$ cat config.mk
export PLATFORM = sky130hd
export DESIGN_NAME = oscsc_top
export DESIGN_NICKNAME = d
export VERILOG_FILES = /design/src/oscsc_pkg.sv /design/src/oscsc_top.sv
export SDC_FILE = /design/constraint.sdc
export NUM_CORES = 1
export LEC_CHECK = 0
export BUFFER_PORTS_ARGS = -buffer_cell sky130_fd_sc_hd__buf_2
export CORE_UTILIZATION = 49
export CTS_BUF_LIST = sky130_fd_sc_hd__clkbuf_8 sky130_fd_sc_hd__clkbuf_16
export DETAILED_ROUTE_END_ITERATION = 7
export PLACE_DENSITY = 0.89
export RECOVER_POWER = 50
export SLEW_MARGIN = 20
export SYNTH_ARGS = -nofsm -noshare
export SYNTH_HDL_FRONTEND = slang
export SYNTH_SLANG_ARGS = --single-unit
$ cat constraint.sdc
create_clock -name hclk -period 3.1 [get_ports hclk]
set_input_delay 0.62 -clock hclk [delete_from_list [all_inputs] [get_ports hclk]]
set_output_delay 0.62 -clock hclk [all_outputs]
set_load 0.1 [all_outputs]
$ cat src/oscsc_pkg.sv
// Constants, encodings and register map of the oscillator source control block.
// Assumes a single 25 MHz bus clock and configuration fields that are static after reset.
// Summary of operation
// (RULE1) Crystal modes count 1024 oscillations before release
// (RULE2) Timer runs after power-up delay, every wake
// (RULE3) Program counter held while timer counts
// (RULE4) Multiplier on by configuration or software bit
// (RULE5) Configuration enable makes software bit ignored
// (RULE6) Multiplier takes external or internal input
// (RULE7) Resistor-capacitor/internal modes: secondary pin GPIO/clock-out
// (RULE8) Internal mode releases primary input as GPIO
// (RULE9) Type field default; software selects internal block
// (RULE10) High clock made from medium via loop
// (RULE11) Low-frequency 31 kHz internal source provided
// (RULE12) Tuning value adjusts high and medium oscillators
// (RULE13) Frequency select field drives postscaler multiplexer
// (RULE14) High oscillator enabled under select and mode
// (RULE15) Medium oscillator enabled under select and mode
// (RULE16) High ready flag when oscillator usable
// (RULE17) High locked flag within two percent
// (RULE18) High stable flag within half percent
// (RULE19) Medium ready flag when oscillator usable
// (RULE20) Timer crystal oscillator selectable at run time
// (RULE21) Select field: 00 default, 01 timer, 1x internal
// (RULE22) Frequency select resets to 0111
// (RULE23) Logic-level clock mode bypasses the start-up timer
// (RULE24) Counter restarts on each event, full count releases
package oscsc_pkg;

  // Register byte offsets
  localparam logic [7:0] ADDR_CONTROL = 8'h00;
  localparam logic [7:0] ADDR_STATUS  = 8'h04;
  localparam logic [7:0] ADDR_TUNING  = 8'h08;

  // Control register fields
  localparam int CTRL_SCS_LSB   = 0;
  localparam int CTRL_INTERNAL_FREQUENCY_SELECT_LSB  = 3;
  localparam int CTRL_SPLL_BIT  = 7;

  // Status register fields
  localparam int STAT_HF_READY  = 0;
  localparam int STAT_HF_LOCKED = 1;
  localparam int STAT_HF_STABLE = 2;
  localparam int STAT_MF_READY  = 3;
  localparam int STAT_LF_ON     = 4;
  localparam int STAT_STARTED   = 5;

  // Reset values
  localparam logic [3:0] INTERNAL_FREQUENCY_SELECT_RESET = 4'h7;
  localparam logic [1:0] SCS_RESET  = 2'h0;
  localparam logic [4:0] TUNE_RESET = 5'h00;

  // Oscillator type field encodings
  localparam logic [2:0] OSC_LP     = 3'h0;
  localparam logic [2:0] OSC_XT     = 3'h1;
  localparam logic [2:0] OSC_HS     = 3'h2;
  localparam logic [2:0] OSC_RC     = 3'h3;
  localparam logic [2:0] OSC_INT    = 3'h4;

  // System clock select encodings
  localparam logic [1:0] SCS_DEFAULT = 2'h0;
  localparam logic [1:0] SCS_TIMER   = 2'h1;

  // Frequency select boundaries: 000x low, 0010..0111 medium, 1xxx high
  localparam logic [3:0] INTERNAL_FREQUENCY_SELECT_MF_MIN = 4'h2;

  // Start-up oscillation count and clock-out divider width
  localparam int STARTUP_OSC_COUNT = 1024;
  localparam int CLKOUT_DIV_BITS   = 2;

  // Source of the system clock
  typedef enum logic [1:0] {
    SRC_PRIMARY  = 2'b00,
    SRC_TIMER    = 2'b01,
    SRC_INTERNAL = 2'b10
  } oscsc_src_t;

  // Internal oscillator picked by the frequency select field
  typedef enum logic [1:0] {
    INT_LF = 2'b00,
    INT_MF = 2'b01,
    INT_HF = 2'b10
  } oscsc_int_t;

  // Start-up sequencer
  typedef enum logic [1:0] {
    ST_EVAL  = 2'b00,
    ST_POWER_UP_DELAY_TIMER  = 2'b01,
    ST_COUNT = 2'b10,
    ST_RUN   = 2'b11
  } oscsc_state_t;

endpackage

$ cat src/oscsc_top.sv
// Oscillator source control: start-up timer, multiplier enable, pin functions,
// internal oscillator enables and status flags, AHB-Lite register slave.
// Assumes oscillator pin and analog status inputs are synchronous to hclk.
//
// Local design decisions: register access over AHB-Lite and the address map.
`timescale 1ns/10ps

module oscsc_top
  import oscsc_pkg::*;
#(
  parameter int STARTUP_COUNT = STARTUP_OSC_COUNT,
  parameter int CNT_W         = 11
) (
  // Clock, reset, enable
  input  wire logic        hclk,
  input  wire logic        hresetn,
  input  wire logic        clk_en,
  // AHB-Lite slave
  input  wire logic        hsel,
  input  wire logic [31:0] haddr,
  input  wire logic [1:0]  htrans,
  input  wire logic        hwrite,
  input  wire logic [2:0]  hsize,
  input  wire logic [31:0] hwdata,
  input  wire logic        hready,
  output logic             hreadyout,
  output logic             hresp,
  output logic [31:0]      hrdata,
  // Configuration word fields
  input  wire logic [2:0]  oscillator_type_field,
  input  wire logic        config_multiplier_enable,
  input  wire logic        clock_output_select_n,
  input  wire logic        power_up_delay_timer_enabled,
  // Start-up events
  input  wire logic        power_up_delay_timer_expired,
  input  wire logic        wake_from_sleep,
  input  wire logic        primary_oscillator_input,
  output logic             cpu_hold,
  // Analog oscillator status
  input  wire logic        hf_osc_running,
  input  wire logic        hf_within_coarse,
  input  wire logic        hf_within_fine,
  input  wire logic        mf_osc_running,
  // Clock tree controls
  output oscsc_src_t       system_clock_source,
  output logic             multiplier_enable,
  output logic             multiplier_input_internal,
  output logic             high_freq_internal_clock_enable,
  output logic             internal_loop_multiplier_enable,
  output logic             medium_freq_internal_clock_enable,
  output logic             low_freq_internal_clock_enable,
  output logic [3:0]       postscaler_select,
  output logic [4:0]       oscillator_tune,
  // Oscillator pins
  output logic             primary_pin_gpio,
  output logic             secondary_pin_gpio,
  output logic             secondary_pin_out,
  output logic             secondary_pin_oe
);

  // Decode of the frequency select field into an oscillator
  function automatic oscsc_int_t internal_frequency_select_source(input logic [3:0] sel);
    if (sel[3]) begin
      internal_frequency_select_source = INT_HF;
    end else if (sel >= INTERNAL_FREQUENCY_SELECT_MF_MIN) begin
      internal_frequency_select_source = INT_MF;
    end else begin
      internal_frequency_select_source = INT_LF;
    end
  endfunction

  function automatic logic is_crystal(input logic [2:0] t);
    is_crystal = (t == OSC_LP) || (t == OSC_XT) || (t == OSC_HS);
  endfunction

  // Counter width must hold STARTUP_COUNT - 1
  localparam logic [CNT_W-1:0] CNT_LAST = CNT_W'(STARTUP_COUNT - 1);
  localparam logic [CNT_W-1:0] CNT_ZERO = '0;

  // ---------------- Register slave ----------------
  logic        wr_pend_q, wr_pend_d;
  logic [7:0]  addr_q,    addr_d;
  logic        spll_q,    spll_d;
  logic [3:0]  internal_frequency_select_q,    internal_frequency_select_d;
  logic [1:0]  scs_q,     scs_d;
  logic [4:0]  tune_q,    tune_d;
  logic [31:0] rdata_q,   rdata_d;
  logic [31:0] status_word;
  logic [31:0] control_word;
  logic        addr_phase;
  logic        wr_take;
  logic        rd_take;

  // Status flags
  logic hf_ready_q,  hf_ready_d;
  logic hf_locked_q, hf_locked_d;
  logic hf_stable_q, hf_stable_d;
  logic mf_ready_q,  mf_ready_d;

  // Start-up sequencer
  oscsc_state_t     state_q, state_d;
  logic [CNT_W-1:0] cnt_q,   cnt_d;
  logic             osc_prev_q, osc_prev_d;
  logic [CLKOUT_DIV_BITS-1:0] div_q, div_d;

  // Derived controls
  logic       internal_mode;
  logic       int_allowed;
  oscsc_int_t int_pick;
  logic       rc_or_int;

  // Sequencer inputs and shared flag term
  logic       xtal_mode;
  logic       osc_rise;
  logic       wake_restart;
  logic       hf_live;

  // No wait states; a frozen block stalls the bus
  assign hreadyout  = clk_en;
  assign hresp      = 1'b0;
  assign hrdata     = rdata_q;
  assign addr_phase = hsel && htrans[1] && hready && clk_en;
  assign wr_take    = addr_phase && hwrite;
  assign rd_take    = addr_phase && !hwrite;

  always_comb begin
    control_word = 32'h0000_0000;
    control_word[CTRL_SCS_LSB +: 2]  = scs_q;
    control_word[CTRL_INTERNAL_FREQUENCY_SELECT_LSB +: 4] = internal_frequency_select_q;
    control_word[CTRL_SPLL_BIT]      = spll_q;
    status_word = 32'h0000_0000;
    status_word[STAT_HF_READY]  = hf_ready_q;
    status_word[STAT_HF_LOCKED] = hf_locked_q;
    status_word[STAT_HF_STABLE] = hf_stable_q;
    status_word[STAT_MF_READY]  = mf_ready_q;
    status_word[STAT_LF_ON]     = low_freq_internal_clock_enable;
    status_word[STAT_STARTED]   = (state_q == ST_RUN);
  end

  always_comb begin
    wr_pend_d = 1'b0;
    addr_d    = addr_q;
    spll_d    = spll_q;
    internal_frequency_select_d    = internal_frequency_select_q;
    scs_d     = scs_q;
    tune_d    = tune_q;
    rdata_d   = rdata_q;
    // Data phase of a write
    if (wr_pend_q) begin
      case (addr_q)
        ADDR_CONTROL: begin
          scs_d  = hwdata[CTRL_SCS_LSB +: 2];
          internal_frequency_select_d = hwdata[CTRL_INTERNAL_FREQUENCY_SELECT_LSB +: 4];
          spll_d = hwdata[CTRL_SPLL_BIT];
        end
        ADDR_TUNING: begin
          tune_d = hwdata[4:0];
        end
        default: begin
        end
      endcase
    end
    // Address phase; read data is loaded here for the following data phase
    if (addr_phase) begin
      addr_d    = haddr[7:0];
      wr_pend_d = wr_take;
      if (rd_take) begin
        case (haddr[7:0])
          ADDR_CONTROL: rdata_d = control_word;
          ADDR_STATUS:  rdata_d = status_word;
          ADDR_TUNING:  rdata_d = {27'h000_0000, tune_q};
          default:      rdata_d = 32'h0000_0000;
        endcase
      end
    end
  end

  always_ff @(posedge hclk or negedge hresetn) begin
    if (!hresetn) begin
      wr_pend_q <= 1'b0;
      addr_q    <= 8'h00;
      spll_q    <= 1'b0;
      internal_frequency_select_q    <= INTERNAL_FREQUENCY_SELECT_RESET;  // [RULE22]
      scs_q     <= SCS_RESET;
      tune_q    <= TUNE_RESET;
      rdata_q   <= 32'h0000_0000;
    end else if (clk_en) begin
      wr_pend_q <= wr_pend_d;
      addr_q    <= addr_d;
      spll_q    <= spll_d;
      internal_frequency_select_q    <= internal_frequency_select_d;
      scs_q     <= scs_d;
      tune_q    <= tune_d;
      rdata_q   <= rdata_d;
    end
  end

  // ---------------- Clock source selection ----------------
  always_comb begin
    internal_mode = (oscillator_type_field == OSC_INT);
    int_allowed   = internal_mode || scs_q[1];
    int_pick      = internal_frequency_select_source(internal_frequency_select_q);
    rc_or_int     = internal_mode || (oscillator_type_field == OSC_RC);
    // Select field picks default, timer crystal or internal block
    if (scs_q[1]) begin
      system_clock_source = SRC_INTERNAL;  // [RULE9] [RULE21]
    end else if (scs_q == SCS_TIMER) begin
      system_clock_source = SRC_TIMER;     // [RULE20] [RULE21]
    end else if (internal_mode) begin
      system_clock_source = SRC_INTERNAL;  // [RULE9]
    end else begin
      system_clock_source = SRC_PRIMARY;   // [RULE21]
    end
    // Software bit only counts while the configuration bit is clear
    multiplier_enable         = config_multiplier_enable || spll_q;  // [RULE4] [RULE5]
    multiplier_input_internal = (system_clock_source == SRC_INTERNAL);  // [RULE6]
    high_freq_internal_clock_enable = int_allowed && (int_pick == INT_HF);  // [RULE14]
    // High clock is built from the medium oscillator by the loop
    internal_loop_multiplier_enable = high_freq_internal_clock_enable;  // [RULE10]
    medium_freq_internal_clock_enable = (int_allowed && (int_pick == INT_MF))  // [RULE15]
                                        || high_freq_internal_clock_enable;    // [RULE10]
    low_freq_internal_clock_enable = int_allowed && (int_pick == INT_LF);  // [RULE11]
    postscaler_select = internal_frequency_select_q;  // [RULE13]
    oscillator_tune   = tune_q;  // [RULE12]
  end

  // ---------------- Status flags ----------------
  // Flags follow enable and status one cycle late
  always_comb begin
    hf_live     = high_freq_internal_clock_enable && hf_osc_running;
    hf_ready_d  = hf_live;  // [RULE16]
    hf_locked_d = hf_live && hf_within_coarse;  // [RULE17]
    hf_stable_d = hf_live && hf_within_fine;  // [RULE18]
    mf_ready_d  = medium_freq_internal_clock_enable && mf_osc_running;  // [RULE19]
  end

  always_ff @(posedge hclk or negedge hresetn) begin
    if (!hresetn) begin
      hf_ready_q  <= 1'b0;
      hf_locked_q <= 1'b0;
      hf_stable_q <= 1'b0;
      mf_ready_q  <= 1'b0;
    end else if (clk_en) begin
      hf_ready_q  <= hf_ready_d;
      hf_locked_q <= hf_locked_d;
      hf_stable_q <= hf_stable_d;
      mf_ready_q  <= mf_ready_d;
    end
  end

  // ---------------- Start-up timer ----------------
  // Edge detector idles low, as the stopped pin does
  always_comb begin
    xtal_mode    = is_crystal(oscillator_type_field);
    osc_rise     = primary_oscillator_input && !osc_prev_q;
    // Wake ignored until the power-on path reaches the count
    wake_restart = wake_from_sleep && (state_q != ST_EVAL) && (state_q != ST_POWER_UP_DELAY_TIMER);
  end

  always_comb begin
    state_d    = state_q;
    cnt_d      = cnt_q;
    osc_prev_d = primary_oscillator_input;
    div_d      = div_q + 1'b1;
    case (state_q)
      // Entered on release of power-on reset
      ST_EVAL: begin
        cnt_d = CNT_ZERO;
        if (!xtal_mode) begin
          state_d = ST_RUN;  // [RULE23]
        end else if (power_up_delay_timer_enabled) begin
          state_d = ST_POWER_UP_DELAY_TIMER;  // [RULE2]
        end else begin
          state_d = ST_COUNT;  // [RULE2]
        end
      end
      ST_POWER_UP_DELAY_TIMER: begin
        cnt_d = CNT_ZERO;
        if (power_up_delay_timer_expired) begin
          state_d = ST_COUNT;  // [RULE2]
        end
      end
      ST_COUNT: begin
        // Rising edges on the primary input are oscillations
        if (osc_rise) begin
          if (cnt_q == CNT_LAST) begin
            state_d = ST_RUN;  // [RULE1] [RULE24]
          end else begin
            cnt_d = cnt_q + 1'b1;  // [RULE1]
          end
        end
      end
      ST_RUN: begin
        cnt_d = CNT_ZERO;
      end
      default: begin
        state_d = ST_EVAL;
        cnt_d   = CNT_ZERO;
      end
    endcase
    // Wake restarts the count from zero, overriding any count in progress
    if (wake_restart) begin
      cnt_d = CNT_ZERO;  // [RULE24]
      if (xtal_mode) begin
        state_d = ST_COUNT;  // [RULE2]
      end else begin
        state_d = ST_RUN;  // [RULE23]
      end
    end
  end

  always_ff @(posedge hclk or negedge hresetn) begin
    if (!hresetn) begin
      state_q    <= ST_EVAL;
      cnt_q      <= CNT_ZERO;
      osc_prev_q <= 1'b0;
      div_q      <= '0;
    end else if (clk_en) begin
      state_q    <= state_d;
      cnt_q      <= cnt_d;
      osc_prev_q <= osc_prev_d;
      div_q      <= div_d;
    end
  end

  // Execution stalls until the sequencer reaches run
  assign cpu_hold = (state_q != ST_RUN);  // [RULE3]

  // ---------------- Oscillator pins ----------------
  always_comb begin
    primary_pin_gpio   = internal_mode;  // [RULE8]
    secondary_pin_gpio = 1'b0;
    secondary_pin_out  = 1'b0;
    secondary_pin_oe   = 1'b0;
    if (rc_or_int) begin
      if (!clock_output_select_n) begin
        // Quarter-rate copy of the bus clock
        secondary_pin_out = div_q[CLKOUT_DIV_BITS-1];  // [RULE7]
        secondary_pin_oe  = 1'b1;                      // [RULE7]
      end else begin
        secondary_pin_gpio = 1'b1;  // [RULE7]
      end
    end
  end

endmodule

==> flow_summary.yaml <==
status:
  status: "completed"
place:
  dp_slack_ps: 681
  numPortBuffers: 66
  gp_congestion: 0.821
  hpwl_mm: 4.31
synth:
  synth.avg_cell_area_sq_um: 10.3
  synth_flop_cell: "dfrtp_1"
  synth_area_sq_mm: 0.00272
  synth_seq_cells: 49
  seq_area_frac_synth_pct: 45.3
  synth.largest_area_cell: "dfrtp_1"
  synth-edff-count: 0
  synth.distinct_cells: 57
  async_reset_ff_share_pct: 100
  synth_common_cells: "dfrtp_1 (46), buf_4 (27), mux2_2 (21)"
  yosys_warnings: 0
  synth.most_common_cell: "dfrtp_1"
  synthCells: 264
  yosysTopAreaCellShare_pct: 42.4
  synth.area.top_cells: "dfrtp_1 (42%), mux2_2 (8.7%), buf_4 (7.5%), dfstp_2 (2.9%), a21oi_1 (2.8%)"
sta:
  rsz0062_at_grt: "no"
  finalCritPeriodShare_pct: 79.1
  clock_skew_ps: 3.34
  worst_slack_ps: 649
  max_freq_mhz: 408
  hold_viol_final: 0
  fin_crit_ps: 2450
  slew_headroom_pct: 20.1
  worst_pin_slew_ps: 1200
  drv_slew: 0
  setup_violations: 0
setup_path:
  crit_chain: "nor3_1 -> and2_2 -> buf_2"
  cp_slowest_cell: "dfrtp_1"
  crit_family: "simple AND/OR/NAND/NOR gates"
  critPathLaunchType: "flip-flop"
  critPathMaxStageDelay_ps: 460
  crit_required_ps: 2480
  crit_path_end_kind: "primary output"
  critPathBufInv: 1
  arrival_ps: 1830
  critical_path_class: "flip-flop to primary output"
  crit_fanout: 6
clocking:
  clkTransAtPathRegs_ps: 90
  ctsHoldBuffers: 0
  ctsResizeCount: 0
  root_buffer: "clkbuf_8"
  cts_inserted_buffers: 5
  clockBufferDepth: 2
  cts_tree: "yes"
  clock_latency_ps: 310
  clock_sinks: 49
  postCtsSetupRepairBufs: 0
  htree_levels: 2
routing:
  drt_pass1_iterations: 5
  vias: 2140
  avgRoutedWirePerCell_um: 14.4
  drt_wl_total_mm: 5.76
  antenna_left: 0
  via_per_inst: 5.35
  drtIter0Drc: 102
  drc_errors: 0
global_routing:
  antenna_found_initial: 0
  grt_pass1_vias: 2090
  grt_pass1_wl_mm: 9.52
  grt_max_degree: 50
  grt_util_all_layers_pct: 20.5
  grt.overflow.total: 0
cells_and_area:
  drive_gt1_share_pct: 38.2
  multi_input_area_sq_mm: 0.00134
  nFillCells: 465
  diodes: 0
  fin_nets: 422
  area.sequential_sq_mm: 0.00123
  synthToLayoutAreaGrowth_pct: 15.6
  final_util_pct: 59.9
floorplanning:
  die_width_um: 76.4
  floorplan.rows: 26
  die_h_um: 76.4
  ios: 144
  core_sq_mm: 0.00524
  dieArea_sq_mm: 0.00584
  initial_utilization_pct: 51.8
min_path:
  min_path_type: "flip-flop to flip-flop"
power:
  powerDensity_mw_per_mm2: 592
  ir_worst_vdd_v: 0.000407
  power_leakage_nw: 1.56
flow_run:
  maxCapViolCount: 0
[per-layer routing]
| layer | track usage (%) | share of wire, % |
|---|---|---|
| met5 | 0 | 0 |
| met4 | 6.92 | 0.75 |
| met3 | 4.19 | 5.7 |
| met2 | 35.7 | 52 |
| met1 | 25.2 | 42 |
[power breakdown]
part	internal [mW]	total, mW	switching (mW)
clock	0.202	0.415	0.213
sequential	0.706	0.767	0.0610
combinational	0.167	0.675	0.508
[cells in the final DEF, fill, tap and decap left out, types with 3 or more instances in the layout]
| cell | netlist | layout |
|---|---|---|
| nand2_1 | 19 | 19 |
| nand3_1 | 8 | 8 |
| o41ai_1 | 3 | 3 |
| nor2_1 | 17 | 14 |
| conb_1 | 1 | 25 |
| a31o_2 | 3 | 3 |
| a21oi_1 | 15 | 15 |
| and2_2 | 1 | 3 |
| mux2i_1 | 6 | 6 |
| buf_2 | 2 | 64 |
| mux2_2 | 21 | 21 |
| o2bb2ai_1 | 3 | 3 |
| clkbuf_8 | 0 | 7 |
| nor3_1 | 3 | 3 |
| ha_1 | 5 | 5 |
| dfstp_2 | 3 | 3 |
| nor4_1 | 3 | 3 |
| or3_1 | 3 | 3 |
| o21ai_0 | 12 | 12 |
| inv_1 | 8 | 8 |
| dfrtp_1 | 46 | 46 |
| nor2b_1 | 6 | 5 |
[cell families after synthesis]
kind of cell	share of synthesized area, %
other cells	0.138
fa+ha+maj	2.30
mux	10.9
compound gates	11.5
simple gates	19.1
xor+xnor	0.968
buf+inv	9.77
flops	45.3
[registers in the layout, summed over array words and instances, names as in the netlist]
name	count
mf_ready_q	1
spll_q	1
hrdata	8
hf_locked_q	1
oscillator_tune	5
hf_stable_q	1
state_q	2
scs_q	2
wr_pend_q	1
osc_prev_q	1
div_q	2
addr_q	8
postscaler_select	4
cnt_q	11
hf_ready_q	1
[path summary, 6_finish.rpt]
kind	from	to	slack, ps	depth (start not counted)
worst max-delay path	postscaler_select[3]	low_freq_internal_clock_enable	650	3
min in group asynchronous	hresetn	state_q[0]	550	1
max in group asynchronous	hresetn	oscillator_tune[0]	1840	1
worst min-delay path	hrdata[4]	hrdata[4]	480	2
worst max register to register	state_q[0]	cnt_q[9]	890	6
worst min register to register	hrdata[4]	hrdata[4]	480	2
[metrics by stage]
step / cells / power (mW) / hold WS, ps / TNS, ps / cell area [sq um]
after CTS: 400 / 1.87 / 490 / 0 / 3140
after floorplan: 288 / 1.35 / 324 / -1400 / 2840
after global placement: 392 / 1.43 / 457 / 0 / 3040
after detailed placement: 392 / 1.46 / 471 / 0 / 3040
final: 400 / 1.86 / 479 / 0 / 3140
after global routing: 400 / 1.94 / 527 / 0 / 3140
[layout make-up]
| type | instances | share of cell area [%] |
|---|---|---|
| Inverter | 8 | 0.957 |
| Tap cell | 70 | 2.79 |
| Sequential cell | 49 | 39.2 |
| Multi-Input combinational cell | 196 | 42.7 |
| Clock buffer | 7 | 3.07 |
| Clock inverter | 1 | 0.159 |
| Timing Repair Buffer | 69 | 11.1 |
[worst reg2reg max path, delay by kind of cell, from the launching register on]
family,cells,cell delay [ps]
flops,1,410
compound gates,1,100
fa+ha+maj,1,220
simple gates,3,1240
buf+inv,1,110
Power figures use the tool's default switching activity.
